**config.mk**
```make
export PLATFORM = sky130hd
export DESIGN_NAME = kms_scanner
export DESIGN_NICKNAME = d
export VERILOG_FILES = /design/src/hw/kms_scanner_note_unused.sv /design/src/hw/kms_pkg.sv /design/src/hw/kms_scanner.sv /design/src/hw/kms_step_decode.sv
export SDC_FILE = /design/constraint.sdc
export NUM_CORES = 1
export LEC_CHECK = 0
export ABC_AREA = 1
export BUFFER_PORTS_ARGS = -buffer_cell sky130_fd_sc_hd__buf_2
export CAP_MARGIN = 20
export CORE_UTILIZATION = 59
export CTS_CLUSTER_DIAMETER = 150
export DETAILED_ROUTE_END_ITERATION = 16
export GPL_TIMING_DRIVEN = 0
export HOLD_SLACK_MARGIN = 0.1
export PLACE_DENSITY = 0.77
export SYNTH_ARGS = -nofsm -noshare
export SYNTH_HDL_FRONTEND = slang
export SYNTH_SLANG_ARGS = --single-unit
```
**constraint.sdc**
```tcl
create_clock -name clk_sys -period 5.07 [get_ports clk_sys]
set_input_delay 0.2535 -clock clk_sys [delete_from_list [all_inputs] [get_ports clk_sys]]
set_output_delay 0.2535 -clock clk_sys [all_outputs]
set_load 0.02 [all_outputs]
```
**src/hw/kms_scanner_note_unused.sv**
```systemverilog
// spare design file: holds no logic of the scanner
`timescale 1ns/1ns
`default_nettype none
`default_nettype wire

```
**src/hw/kms_pkg.sv**
```systemverilog
// package: constants and carrier types of the keypad matrix scanner
package kms_pkg;

  // ****************************************************************
  // geometry of the matrix and of the destination words
  // ****************************************************************
  localparam int unsigned LINES      = 8;   // selection lines, bits 00..07
  localparam int unsigned SENSE_W    = 8;   // sense lines, bits 00..07
  localparam int unsigned WORDS      = 4;   // destination words
  localparam int unsigned WORD_W     = 16;  // bits per destination word
  localparam int unsigned FLAG_BIT   = 8;   // one-round flag in select word
  localparam int unsigned POS_W      = 5;

  // ****************************************************************
  // timing in controller cycles
  // ****************************************************************
  localparam int unsigned PHASES     = 3;   // drive, refresh, sample
  localparam int unsigned ROUND_STEPS = LINES * PHASES;  // 24 cycles
  localparam logic [4:0]  LAST_POS   = 5'(ROUND_STEPS - 1);
  localparam logic [4:0]  POS_RESET  = 5'h00;
  localparam logic [1:0]  SAMPLE_PH  = 2'h2;
  localparam logic [2:0]  LAST_LINE  = 3'h7;
  localparam logic [7:0]  SEL_FIRST  = 8'h01;
  localparam logic [7:0]  SEL_RESET  = 8'h00;

  // select output word: flag above the eight selection lines
  typedef struct packed {
    logic       round_flag;
    logic [7:0] sel;
  } kms_sel_t;

  // whole state of the scanner
  typedef struct packed {
    logic [4:0]                         pos;       // work word
    logic                               run_prev;
    kms_sel_t                           sel_word;
    logic [LINES*SENSE_W-1:0]           shadow;
    logic [WORDS-1:0][WORD_W-1:0]       dest;
    logic                               err;
  } kms_state_t;

endpackage

```
**src/hw/kms_scanner.sv**
```systemverilog
// module: top of the 8x8 keypad matrix scanner
// Overview of operation
// - selection lines are driven on select bits 00..07, sense lines read on sense bits 00..07.
// - the 64 matrix bits land in four consecutive 16-bit destination words, word 0 to word 3.
// - the whole 64-bit state is refreshed once every 24 controller cycles, then scanning repeats.
// - after all lines were selected once, the one-round flag on select bit 08 is high one cycle in 24.
// - each time execution resumes, the scan restarts at the first matrix position.
// scan timing: each selection line owns three steps of the work word,
// drive, refresh and sample, so a full pass over eight lines is 24 steps.
// a step is one controller cycle, given by step_stb while ce is high.
// the round result goes to the destination words in one go at step 23,
// so a reader never sees bytes of two different passes mixed together.
// limitation: no filtering here; contact bounce must be removed at the sense inputs.
`timescale 1ns/1ns
`default_nettype none

module kms_scanner
(
  input  wire logic                                       clk_sys,
  input  wire logic                                       nrst,
  input  wire logic                                       ce,
  input  wire logic                                       step_stb,
  input  wire logic                                       run,
  input  wire logic                                       work_clear,
  input  wire logic [7:0]                                 sense_word,
  output logic      [8:0]                                 select_word,
  output logic      [kms_pkg::WORDS-1:0][kms_pkg::WORD_W-1:0] dest_words,
  output logic      [4:0]                                 work_word,
  output logic                                            instruction_error_flag
);

  // ****************************************************************
  // state and decode
  // ****************************************************************
  kms_pkg::kms_state_t s_q;
  kms_pkg::kms_state_t s_d;
  logic [2:0]          line;
  logic [1:0]          phase;
  logic                running;
  logic                step;
  logic                resume;

  kms_step_decode u_dec
  (
    .pos   (s_q.pos),
    .line  (line),
    .phase (phase)
  );

  // a step only counts once the scanner has already been running
  assign running = run && s_q.run_prev;
  assign step    = step_stb && running;
  assign resume  = run && !s_q.run_prev;

  // ****************************************************************
  // next state
  // ****************************************************************
  always_comb
  begin
    s_d          = s_q;
    s_d.run_prev = run;
    s_d.err      = 1'b0;                                   // never raised
    if (work_clear)
    begin
      // line and flag follow the cleared word so drive and position agree
      s_d.pos                 = kms_pkg::POS_RESET;
      s_d.sel_word.sel        = kms_pkg::SEL_FIRST;
      s_d.sel_word.round_flag = 1'b0;
    end
    else if (resume)
    begin
      // old position is discarded whatever it was
      s_d.pos                 = kms_pkg::POS_RESET;
      s_d.sel_word.sel        = kms_pkg::SEL_FIRST;
      s_d.sel_word.round_flag = 1'b0;
    end
    else if (step)
    begin
      s_d.sel_word.round_flag = 1'b0;
      if (phase == kms_pkg::SAMPLE_PH)
      begin
        // line was driven two steps ago, so pins are settled
        s_d.shadow[line*kms_pkg::SENSE_W +: kms_pkg::SENSE_W] = sense_word;
        s_d.sel_word.sel = 8'(kms_pkg::SEL_FIRST << 3'(line + 3'h1));
      end
      if (s_q.pos == kms_pkg::LAST_POS)
      begin
        s_d.pos                 = kms_pkg::POS_RESET;
        s_d.sel_word.round_flag = 1'b1;
        // copy whole round at once so readers never see a mixed scan
        s_d.dest = s_d.shadow;
      end
      else
      begin
        s_d.pos = 5'(s_q.pos + 5'h01);
      end
    end
  end

  // ****************************************************************
  // state register, frozen while ce is low
  // ****************************************************************
  always_ff @(posedge clk_sys or negedge nrst)
  begin
    if (!nrst)
    begin
      s_q <= '0;
    end
    else if (ce)
    begin
      s_q <= s_d;
    end
  end

  // outputs straight from the state register
  assign select_word            = s_q.sel_word;
  assign dest_words             = s_q.dest;
  assign work_word              = s_q.pos;
  assign instruction_error_flag = s_q.err;

  // ****************************************************************
  // checks
  // ****************************************************************
  a_sel_one_hot: assert property (@(posedge clk_sys) disable iff (!nrst)
    $onehot0(s_q.sel_word.sel))
    else $error("more than one selection line active");

  a_pos_in_range: assert property (@(posedge clk_sys) disable iff (!nrst)
    s_q.pos <= kms_pkg::LAST_POS)
    else $error("scan position beyond last step");

  a_round_wraps: assert property (@(posedge clk_sys) disable iff (!nrst)
    ce && step && !work_clear && s_q.pos == kms_pkg::LAST_POS |=> s_q.pos == 5'h00)
    else $error("scan did not restart after last step");

  a_flag_after_round: assert property (@(posedge clk_sys) disable iff (!nrst)
    ce && step && !work_clear && s_q.pos == kms_pkg::LAST_POS |=> s_q.sel_word.round_flag)
    else $error("one-round flag missing after last line");

  a_flag_one_step: assert property (@(posedge clk_sys) disable iff (!nrst)
    ce && step && s_q.sel_word.round_flag |=> !s_q.sel_word.round_flag)
    else $error("one-round flag held past one cycle");

  a_resume_restart: assert property (@(posedge clk_sys) disable iff (!nrst)
    ce && run && !s_q.run_prev |=> s_q.pos == 5'h00 && s_q.sel_word.sel == 8'h01)
    else $error("resume did not restart at first position");

  a_last_line_lands: assert property (@(posedge clk_sys) disable iff (!nrst)
    ce && step && !work_clear && s_q.pos == kms_pkg::LAST_POS
    |=> s_q.dest[3][15:8] == $past(sense_word))
    else $error("last line not stored in top byte of word 3");

  a_dest_hold: assert property (@(posedge clk_sys) disable iff (!nrst)
    !(ce && step && !work_clear && s_q.pos == kms_pkg::LAST_POS) |=> $stable(s_q.dest))
    else $error("destination words changed mid-round");

  a_sel_steady: assert property (@(posedge clk_sys) disable iff (!nrst)
    ce && step && !work_clear && phase != 2'h2 |=> $stable(s_q.sel_word.sel))
    else $error("selection changed before its line was sensed");

  a_sense_phase_only: assert property (@(posedge clk_sys) disable iff (!nrst)
    ce && step && !work_clear && phase != kms_pkg::SAMPLE_PH |=> $stable(s_q.shadow))
    else $error("sense bits stored outside the sample step");

  // drive must name the line that the work word points at, or no line at all
  a_sel_follows_pos: assert property (@(posedge clk_sys) disable iff (!nrst)
    s_q.sel_word.sel == kms_pkg::SEL_RESET
    || s_q.sel_word.sel == 8'(kms_pkg::SEL_FIRST << line))
    else $error("selection line does not match scan position");

  a_wrap_first_line: assert property (@(posedge clk_sys) disable iff (!nrst)
    ce && step && !work_clear && s_q.pos == kms_pkg::LAST_POS
    |=> s_q.sel_word.sel == kms_pkg::SEL_FIRST)
    else $error("new round did not start on the first line");

  a_pos_advances: assert property (@(posedge clk_sys) disable iff (!nrst)
    ce && step && !work_clear && s_q.pos != kms_pkg::LAST_POS
    |=> s_q.pos == 5'($past(s_q.pos) + 5'h01))
    else $error("scan position did not advance by one");

  // the flag may only come from the wrap of the last step
  a_flag_rise_wrap: assert property (@(posedge clk_sys) disable iff (!nrst)
    $rose(s_q.sel_word.round_flag)
    |-> $past(s_q.pos) == kms_pkg::LAST_POS && s_q.pos == kms_pkg::POS_RESET)
    else $error("one-round flag raised away from round end");

  a_round_copy: assert property (@(posedge clk_sys) disable iff (!nrst)
    ce && step && !work_clear && s_q.pos == kms_pkg::LAST_POS
    |=> s_q.dest[2:0] == $past(s_q.shadow[47:0]))
    else $error("words 0 to 2 not copied from the finished round");

  // ****************************************************************
  // checks on freeze, stop and clear
  // ****************************************************************
  // a frozen or stopped scanner must not lose its place or its results
  a_freeze_all: assert property (@(posedge clk_sys) disable iff (!nrst)
    !ce |=> $stable(s_q))
    else $error("state changed while clock enable was low");

  a_stopped_hold: assert property (@(posedge clk_sys) disable iff (!nrst)
    ce && !run && !work_clear
    |=> $stable(s_q.pos) && $stable(s_q.sel_word) && $stable(s_q.dest))
    else $error("scan moved while not executing");

  a_resume_flag_low: assert property (@(posedge clk_sys) disable iff (!nrst)
    ce && resume |=> !s_q.sel_word.round_flag)
    else $error("one-round flag high after resume");

  // clearing restarts drive too, otherwise line 0 would read another line
  a_clear_restart: assert property (@(posedge clk_sys) disable iff (!nrst)
    ce && work_clear |=> s_q.pos == kms_pkg::POS_RESET
    && s_q.sel_word.sel == kms_pkg::SEL_FIRST && !s_q.sel_word.round_flag)
    else $error("clear did not restart the scan");

endmodule

`default_nettype wire

```
**src/hw/kms_step_decode.sv**
```systemverilog
// module: splits the scan position into line and phase
`timescale 1ns/1ns
`default_nettype none

module kms_step_decode
(
  input  wire logic [4:0] pos,
  output logic      [2:0] line,
  output logic      [1:0] phase
);

  // ****************************************************************
  // three controller cycles per selection line
  // ****************************************************************
  assign line  = 3'(pos / 5'h03);
  assign phase = 2'(pos % 5'h03);

endmodule

`default_nettype wire

```
# Yosys cells after proc, flatten, opt, wreduce, memory -nomap -nowiden

Cells that the tools add are included.

Logic and storage cells: 42
Output and inout port bits: 79
Input bits: 14
Register bits: 143

Shift-type cells: 3
Equality and inequality tests: 2
Mux-type cells: 11
$add $sub $neg: 3
Divide/modulo/power cells: 2
Bitwise operators: 2
Reductions and logical operators: 10

Operator list:

| kind                                                  | number |
|---|---|
| two-way mux 137 bit                                   | 1 |
| two-way mux 72 bit                                    | 1 |
| bitwise mux 64 bit                                    | 1 |
| two-way mux 64 bit                                    | 1 |
| variable shift 8 x 34 -> 64 bit, first input constant | 1 |
| variable part select 8 x 34 -> 64 bit                 | 1 |
| negation 6 -> 34 bit                                  | 1 |
| two-way mux 5 bit                                     | 4 |
| two-way mux 9 bit                                     | 2 |
| left shift 1 x 3 -> 8 bit, first input constant       | 1 |
| nonzero test 3 bit                                    | 2 |
| adder 5 x 1 -> 5 bit, second input constant           | 1 |
| divider 5 x 2 -> 5 bit, second input constant         | 1 |
| equality test 5 bit, second input constant            | 1 |
| modulo 5 x 2 -> 5 bit, second input constant          | 1 |
| AND reduction 5 bit                                   | 1 |
| AND reduction 4 bit                                   | 1 |
| adder 3 x 1 -> 3 bit, second input constant           | 1 |
| logical AND 1 bit                                     | 3 |
| AND reduction 3 bit                                   | 1 |
| equality test 2 bit, second input constant            | 1 |
| inverter 1 bit                                        | 2 |
| AND reduction 2 bit                                   | 1 |
| zero test 1 bit                                       | 1 |
| two-way mux 1 bit                                     | 1 |

# Logic depth before layout (Yosys ltp)

Gate-level depths: netlist of run 1.

Word-level depth: 9
Depth in mapped cells: 29
Mapped depth without buffers: 28

# Hierarchy

From an unflattened synthesis of run 1, not the netlist that was laid out.

Cells, all modules: 1045
Area total of the unflattened synthesis: 7991.4 sq um

By module, submodules not included:

| module          | instances | cells an instance | seq. area each (sq um) | area each (sq um) |
|---|---|---|---|---|
| kms_scanner     | 1         | 1006              | 3578.4                 | 7787.5 |
| kms_step_decode | 1         | 39                | 0.0                    | 203.9 |

# Worst setup path after synthesis of run 1

OpenSTA, ideal clock, no wires.

Path type: register to register
Start point: register s_q (netlist bit work_word[0])
End point: register s_q (netlist bit dest_words[11])
Setup slack: 1.059 ns
Cell stages (with the launch flop): 28
Data required time: 5.004 ns
Arrival: 3.946 ns
Period minus slack after synthesis: 4.011 ns
Library setup time: 0.066 ns
Cells stage by stage: dfrtp_1 -> inv_1 -> ha_1 -> nand2_1 -> inv_1 -> nand2_2 -> nand2_2 -> nand2_4 -> nand2_4 -> nand2_2 -> nand4_2 -> nand3_2 -> nand2_2 -> nand2_2 -> inv_1 -> ha_1 -> inv_1 -> nand2_4 -> nor2_4 -> buf_4 -> ha_1 -> inv_1 -> clkbuf_1 -> clkbuf_1 -> nand4_1 -> nand2_1 -> nand3_1 -> nand2_1

Word-level cells in the longest chain between the ends: 5

RTL lines:

| what                                                                                     | line                  | source |
|---|---|---|
| from (decl)                                                                              | kms_scanner.sv:35     | `kms_pkg::kms_state_t s_q;` |
| from (signal assigned)                                                                   | kms_scanner.sv:107    | `s_q <= '0;` |
| from (signal assigned)                                                                   | kms_scanner.sv:111    | `s_q <= s_d;` |
| divider 5 x 2 -> 5 bit                                                                   | kms_step_decode.sv:15 | `assign line = 3'(pos / 5'h03);` |
| negation 6 -> 34 bit                                                                     | kms_scanner.sv:83     | `s_d.shadow[line*kms_pkg::SENSE_W +: kms_pkg::SENSE_W] = sense_word;` |
| variable part select 8 x 34 -> 64 bit or variable shift 8 x 34 -> 64 bit (tied branches) | kms_scanner.sv:83     |  |
| bitwise mux 64 bit                                                                       | kms_scanner.sv:83     |  |
| two-way mux 72 bit                                                                       | kms_scanner.sv:80     | `if (phase == kms_pkg::SAMPLE_PH)` |

Several ways; a longest one is shown, not always the timed one. The select of a mux whose other input is x is not followed.
A chain may end at the register's enable or synchronous reset.

# Worst setup path in the final report of run 1

Same ends and word-level chain as after synthesis.

==> impl_metrics.csv, run 1 <==
group,metric,value,unit
run_status,status,"finished, final reports clean",
clock_network,insertion_delay,0.43,ns
worst_setup_path,critPathMaxFanout,11,
grt,overflow,0,
die,io_pins,93,
die,die_h,120,µm
clock_network,htree_levels,4,
worst_setup_path,required,5.43,ns
grt,antenna_found_initial,0,
synthesis,syn_inst,1065,
synthesis,synth_edf_count,0,
drt,vias,7182,
drt,wl,19900,µm
drt,via_per_inst,5.25,
sta,slew_headroom,53.9,%
grt,grt_pass1_vias,6938,
synthesis,yosysWarningCount,0,
synthesis,synth.distinct_cells,37,
die,rows,42,
die,die_area,14300,µm²
synthesis,ys_ff_latch,143,
worst_setup_path,cp.arrival,5.06,ns
placement,dp_slack,0.197,ns
synthesis,syn_area,8180,µm²
run,cap_violations,0,
sta,rsz0062_at_grt,"no",
power,peakVddDrop,176,µV
power,swShare,23.6,%
sta,setup_viol,0,
clock_network,numCtsBuffers,17,
synthesis,synth_area_per_cell,7.68,µm²
sta,post-route-period-util,92.7,%
clock_network,root_buffer,"clkbuf_16",
grt,grt_usage,30.0,%
clock_network,clk_pin_slew,0.06,ns
final_layout,drive_gt1_share,22.6,%
sta,final-hold-violation-count,0,
sta,tns,0,ns
power,pwr-share-clk,47.8,%
power,p_leak,5.50,nW
placement,port_buffers,91,
worst_setup_path,critPathKind,"reg2reg",
sta,max_slew.worst_pin.slew,0.691,ns
min_path,hold_path_class,"in2reg",
placement,dpl.hpwl,14400,µm
drt,first_pass_iters,5,
sta,fin_ws,0.370,ns
power,combPwrFrac,4.9,%
clock_network,cts.sinks,143,
final_layout,nets,1206,
drt,drc_errors,0,
grt,grt_max_degree,98,
drt,drt_iter0_drc,703,
die,coreArea,13400,µm²
final_layout,final_common_cell,"nand2_1",
sta,layout_min_cycle_time,4.70,ns
grt,grt_pass1_wl,33400,µm
die,dieWidth,120,µm
worst_setup_path,crit_path_end_kind,"flop",
power,powerDensity,264,nW/µm²
final_layout,final_cell_mix,"376 x nand2_1, 192 x nand3_1, 143 x dfrtp_1",
placement,gp_congestion,0.982,
worst_setup_path,cp-start-kind,"flop",
sta,slew_violations,0,
sta,max_freq,213,MHz
final_layout,area_growth_syn_to_layout,16.1,%
drt,routedWlPerCell,14.5,µm
synthesis,async_flop_share,100,%
clock_network,clk_path_buf_depth,2,
power,internal_power,1.91,mW
final_layout,antennaDiodeCount,0,
drt,drtAntennaViolNets,0,
synthesis,ys_seq_area_share,43.7,%
synthesis,synthesis.nets,1092,
die,initial_core_util,61.0,%
sta,fin_skew,0.00706,ns
clock_network,cts_tree,"yes",
synthesis,synth_ff_type,"dfrtp_1",
power,power_switching,592,µW
power,p_seq_share,47.3,%
-- routing by layer --
layer	track usage (%)	vias up	share of wire, %
met4	13.6	0	3.4
met3	5.99	49	5.1
li1	-	3539	-
met5	0	-	0
met2	47.9	216	46
met1	39.6	3378	46
-- state kept, by name, indices dropped and copies added (netlist names) --
name	cells
s_q	65
select_word	9
dest_words	64
work_word	5
-- power groups by stage --
stage / Clock (mW) / Sequential, mW / Combinational, mW
final: 1.20 / 1.18 / 0.122
after CTS: 1.20 / 1.18 / 0.123
after detailed placement: 0 / 1.20 / 0.120
after floorplan: 0 / 1.20 / 0.0705
after global placement: 0 / 1.20 / 0.114
after global routing: 1.26 / 1.19 / 0.143
-- through the flow --
| step | instance area (µm²) | hold slack [ns] | util (%) | std cells | power [mW] |
|---|---|---|---|---|---|
| floorplan | 8180 | -0.0421 | - | 1065 | 1.27 |
| global placement | 8860 | 0.461 | 66.1 | 1332 | 1.32 |
| detailed placement | 8890 | 0.204 | 66.3 | 1333 | 1.33 |
| CTS | 9490 | 0.217 | 70.8 | 1368 | 2.51 |
| global route | 9500 | 0.256 | 70.9 | 1368 | 2.59 |
| finish | 9500 | 0.224 | 70.9 | 1368 | 2.50 |
-- path summary, 6_finish.rpt --
| kind | start | endpoint | slack (ns) | cells past startpoint |
|---|---|---|---|---|
| worst min-delay path | sense_word[1] | dest_words[1]$_DFFE_PN0P_ | 0.22 | 5 |
| worst min register to register | dest_words[6]$_DFFE_PN0P_ | dest_words[6]$_DFFE_PN0P_ | 0.48 | 2 |
| worst max-delay path | work_word[0]$_DFFE_PN0P_ | dest_words[11]$_DFFE_PN0P_ | 0.37 | 27 |
| min in group asynchronous | nrst | dest_words[7]$_DFFE_PN0P_ | 0.31 | 2 |
| worst max register to register | work_word[0]$_DFFE_PN0P_ | dest_words[11]$_DFFE_PN0P_ | 0.37 | 27 |
| max in group asynchronous | nrst | s_q[127]$_DFFE_PN0P_ | 3.91 | 3 |
-- cell families after synthesis --
| family | Yosys count | share of synthesized area, % |
|---|---|---|
| buf+inv | 221 | 14.3 |
| simple gates | 659 | 37.9 |
| other cells | 1 | 0.0458 |
| flops | 143 | 43.7 |
| compound gates | 25 | 1.73 |
| xor+xnor | 3 | 0.321 |
| fa+ha+maj | 13 | 1.99 |
-- worst max-delay path, stage by stage (launching register included) --
cell	delay, ns
dfrtp_1	0.50
inv_1	0.20
ha_1	0.24
nand2_1	0.05
inv_1	0.04
nand2_2	0.08
nand2_2	0.06
nand2_4	0.08
nand2_4	0.05
nand2_2	0.10
nand4_2	0.15
nand3_2	0.20
nand2_2	0.10
nand2_2	0.10
inv_1	0.05
ha_1	0.22
inv_1	0.20
nand2_4	0.09
nor2_4	0.26
buf_4	0.24
ha_1	0.33
inv_1	0.17
clkbuf_2	0.25
clkbuf_2	0.26
nand4_1	0.23
nand2_1	0.18
nand3_1	0.10
nand2_1	0.09
-- synthesized netlist by cell type (all sizes together), types with 2 or more instances --
| cell | n | area, µm² |
|---|---|---|
| a21oi | 2 | 21.3 |
| buf | 98 | 703 |
| clkbuf | 21 | 78.8 |
| clkinv | 2 | 8.75 |
| dfrtp | 143 | 3580 |
| ha | 13 | 163 |
| inv | 100 | 380 |
| nand2 | 400 | 1590 |
| nand3 | 200 | 1070 |
| nand3b | 4 | 30.0 |
| nand4 | 23 | 195 |
| nor2 | 31 | 203 |
| o21ai | 21 | 105 |
| xor2 | 2 | 17.5 |
-- layout make-up --
cell class	instances	area, µm²
timing repair buffer	95	519
fill	1084	3900
clock buffer	20	457
clock inverter	12	111
multi-input combinational	701	3440
sequential	143	3580
buffer	119	785
inverter	102	393
tap	176	220
-- timing repair --
| item | CTS | global route |
|---|---|---|
| hold buffers | 3 | 0 |
| resized for setup | 0 | 7 |
| setup buffers | 0 | 0 |
| endpoints found under the hold margin | 47 | 0 |
| endpoints found under the setup margin | 0 | 72 |
Note: power is estimated with default switching activity, not from simulation.
==> run 2: changes to the inputs <==
MAX_ROUTING_LAYER = met4   (was unset)
==> run 2 against run 1 <==
Effect of this change:
- utilization is 0.71 points higher
- via count is 0.93% higher
- combinational power hardly changed
- highest routed layer unchanged
- largest cell class unchanged
- cell count is 0.15% higher
- critical endpoint is now dest_words[63]$_DFFE_PN0P_
==> impl_metrics.csv, run 2 (synthesized netlist as in run 1, its figures left out) <==
group,metric,value,unit
die,die_h,120,µm
grt,grt_pass1_vias,6720,
grt,antenna_found_initial,0,
die,initial_core_util,61.0,%
worst_setup_path,cp-start-kind,"flop",
power,p_total,2.67,mW
die,die_area,14300,µm²
drt,routedWlPerCell,14.7,µm
power,powerDensity,278,nW/µm²
final_layout,nets,1208,
die,dieWidth,120,µm
clock_network,htree_levels,4,
power,p_leak,5.57,nW
final_layout,fin_util,71.6,%
worst_setup_path,cp.arrival,4.98,ns
sta,fin_skew,0.00890,ns
final_layout,antennaDiodeCount,0,
clock_network,numCtsBuffers,17,
sta,post-route-period-util,91.8,%
final_layout,top_register,"s_q",
placement,dp_slack,0.210,ns
grt,grt_max_degree,76,
sta,slew_violations,0,
sta,slew_headroom,53.0,%
run,cap_violations,0,
grt,grt_pass1_wl,33100,µm
drt,via_per_inst,5.29,
sta,setup_viol,0,
final_layout,area_growth_syn_to_layout,17.3,%
worst_setup_path,required,5.40,ns
clock_network,cts.sinks,143,
die,io_pins,93,
clock_network,clk_pin_slew,0.06,ns
sta,rsz0062_at_grt,"no",
grt,grt_usage,30.9,%
final_layout,final_cell_mix,"376 x nand2_1, 192 x nand3_1, 142 x dfrtp_1",
drt,drtAntennaViolNets,0,
power,peakVddDrop,252,µV
sta,fin_ws,0.414,ns
sta,max_slew.worst_pin.slew,0.704,ns
placement,gp_congestion,1.01,
sta,layout_min_cycle_time,4.66,ns
worst_setup_path,crit_path_end_kind,"flop",
final_layout,finalNonFillerCells,1370,
worst_setup_path,critPathKind,"reg2reg",
final_layout,final_area,9590,µm²
min_path,hold_path_class,"in2reg",
drt,first_pass_iters,7,
placement,place_area,8890,µm²
placement,dpl.hpwl,14400,µm
final_layout,final_common_cell,"nand2_1",
final_layout,drive_gt1_share,22.9,%
sta,tns,0,ns
drt,vias,7249,
clock_network,root_buffer,"clkbuf_16",
drt,drc_errors,0,
sta,hold_ws,0.203,ns
drt,wl,20200,µm
sta,final-hold-violation-count,0,
die,coreArea,13400,µm²
drt,drt_iter0_drc,654,
worst_setup_path,critPathMaxFanout,11,
placement,dp_cells,1333,
final_layout,largest_reg_flops,65,
clock_network,insertion_delay,0.45,ns
placement,port_buffers,91,
clock_network,cts_tree,"yes",
grt,overflow,0,
die,rows,42,
sta,max_freq,215,MHz
clock_network,clk_path_buf_depth,2,
run_status,status,"finished, final reports clean",
-- run 2: area by class of cell --
cell class,instances,area (µm²)
Tap cell,176,220
Multi-Input combinational cell,701,3440
Buffer,119,785
Timing Repair Buffer,97,534
Fill cell,1104,3810
Clock buffer,24,522
Clock inverter,8,125
Inverter,102,393
Sequential cell,143,3580
-- run 2: power breakdown --
part           total [mW]  leakage, nW  internal (mW)  switching, mW
sequential           1.19         1.97           1.17         0.0128
clock                1.36        0.318          0.865          0.495
combinational       0.123         3.28         0.0392         0.0833
-- run 2: routing by layer --
layer  GRT usage, %  routed length [µm]  vias up
met5              -                   0        -
met4           10.2                 464        0
met3           7.08                1270       36
met2           46.4                9250      268
met1           41.4                9200     3409
li1               -                   -     3536
-- run 2: critical path: stages, from the launching register on --
cell,delay (ns)
dfrtp_1,0.54
inv_1,0.15
ha_1,0.21
nand2_1,0.06
inv_1,0.05
nand2_2,0.07
nand2_2,0.06
nand2_4,0.08
nand2_4,0.05
nand2_2,0.10
nand4_2,0.16
nand3_2,0.21
nand2_2,0.10
nand2_2,0.10
inv_1,0.05
ha_1,0.22
inv_1,0.20
nand2_4,0.09
nor2_4,0.26
buf_4,0.24
ha_1,0.25
ha_1,0.36
inv_2,0.18
nand4_1,0.13
nor2_2,0.27
nand2_1,0.16
nand3_1,0.12
nand2_1,0.07
-- run 2: path summary, 6_finish.rpt --
check / end / cells past startpoint / slack, ns / startpoint
max: dest_words[63]$_DFFE_PN0P_ / 27 / 0.41 / work_word[1]$_DFFE_PN0P_
min: select_word[8]$_DFFE_PN0P_ / 4 / 0.20 / work_clear
max reg2reg: dest_words[63]$_DFFE_PN0P_ / 27 / 0.41 / work_word[1]$_DFFE_PN0P_
min reg2reg: dest_words[12]$_DFFE_PN0P_ / 2 / 0.48 / dest_words[12]$_DFFE_PN0P_
max in group asynchronous: dest_words[53]$_DFFE_PN0P_ / 3 / 3.91 / nrst
min in group asynchronous: s_q[68]$_DFFE_PN0P_ / 2 / 0.39 / nrst
-- run 2: timing repair --
| item | 4_1_cts | 5_1_grt |
|---|---|---|
| hold buffers | 3 | 0 |
| gates resized for setup | 0 | 8 |
| endpoints found under the hold margin | 69 | 0 |
| endpoints found under the setup margin | 0 | 96 |
| setup buffers | 0 | 2 |
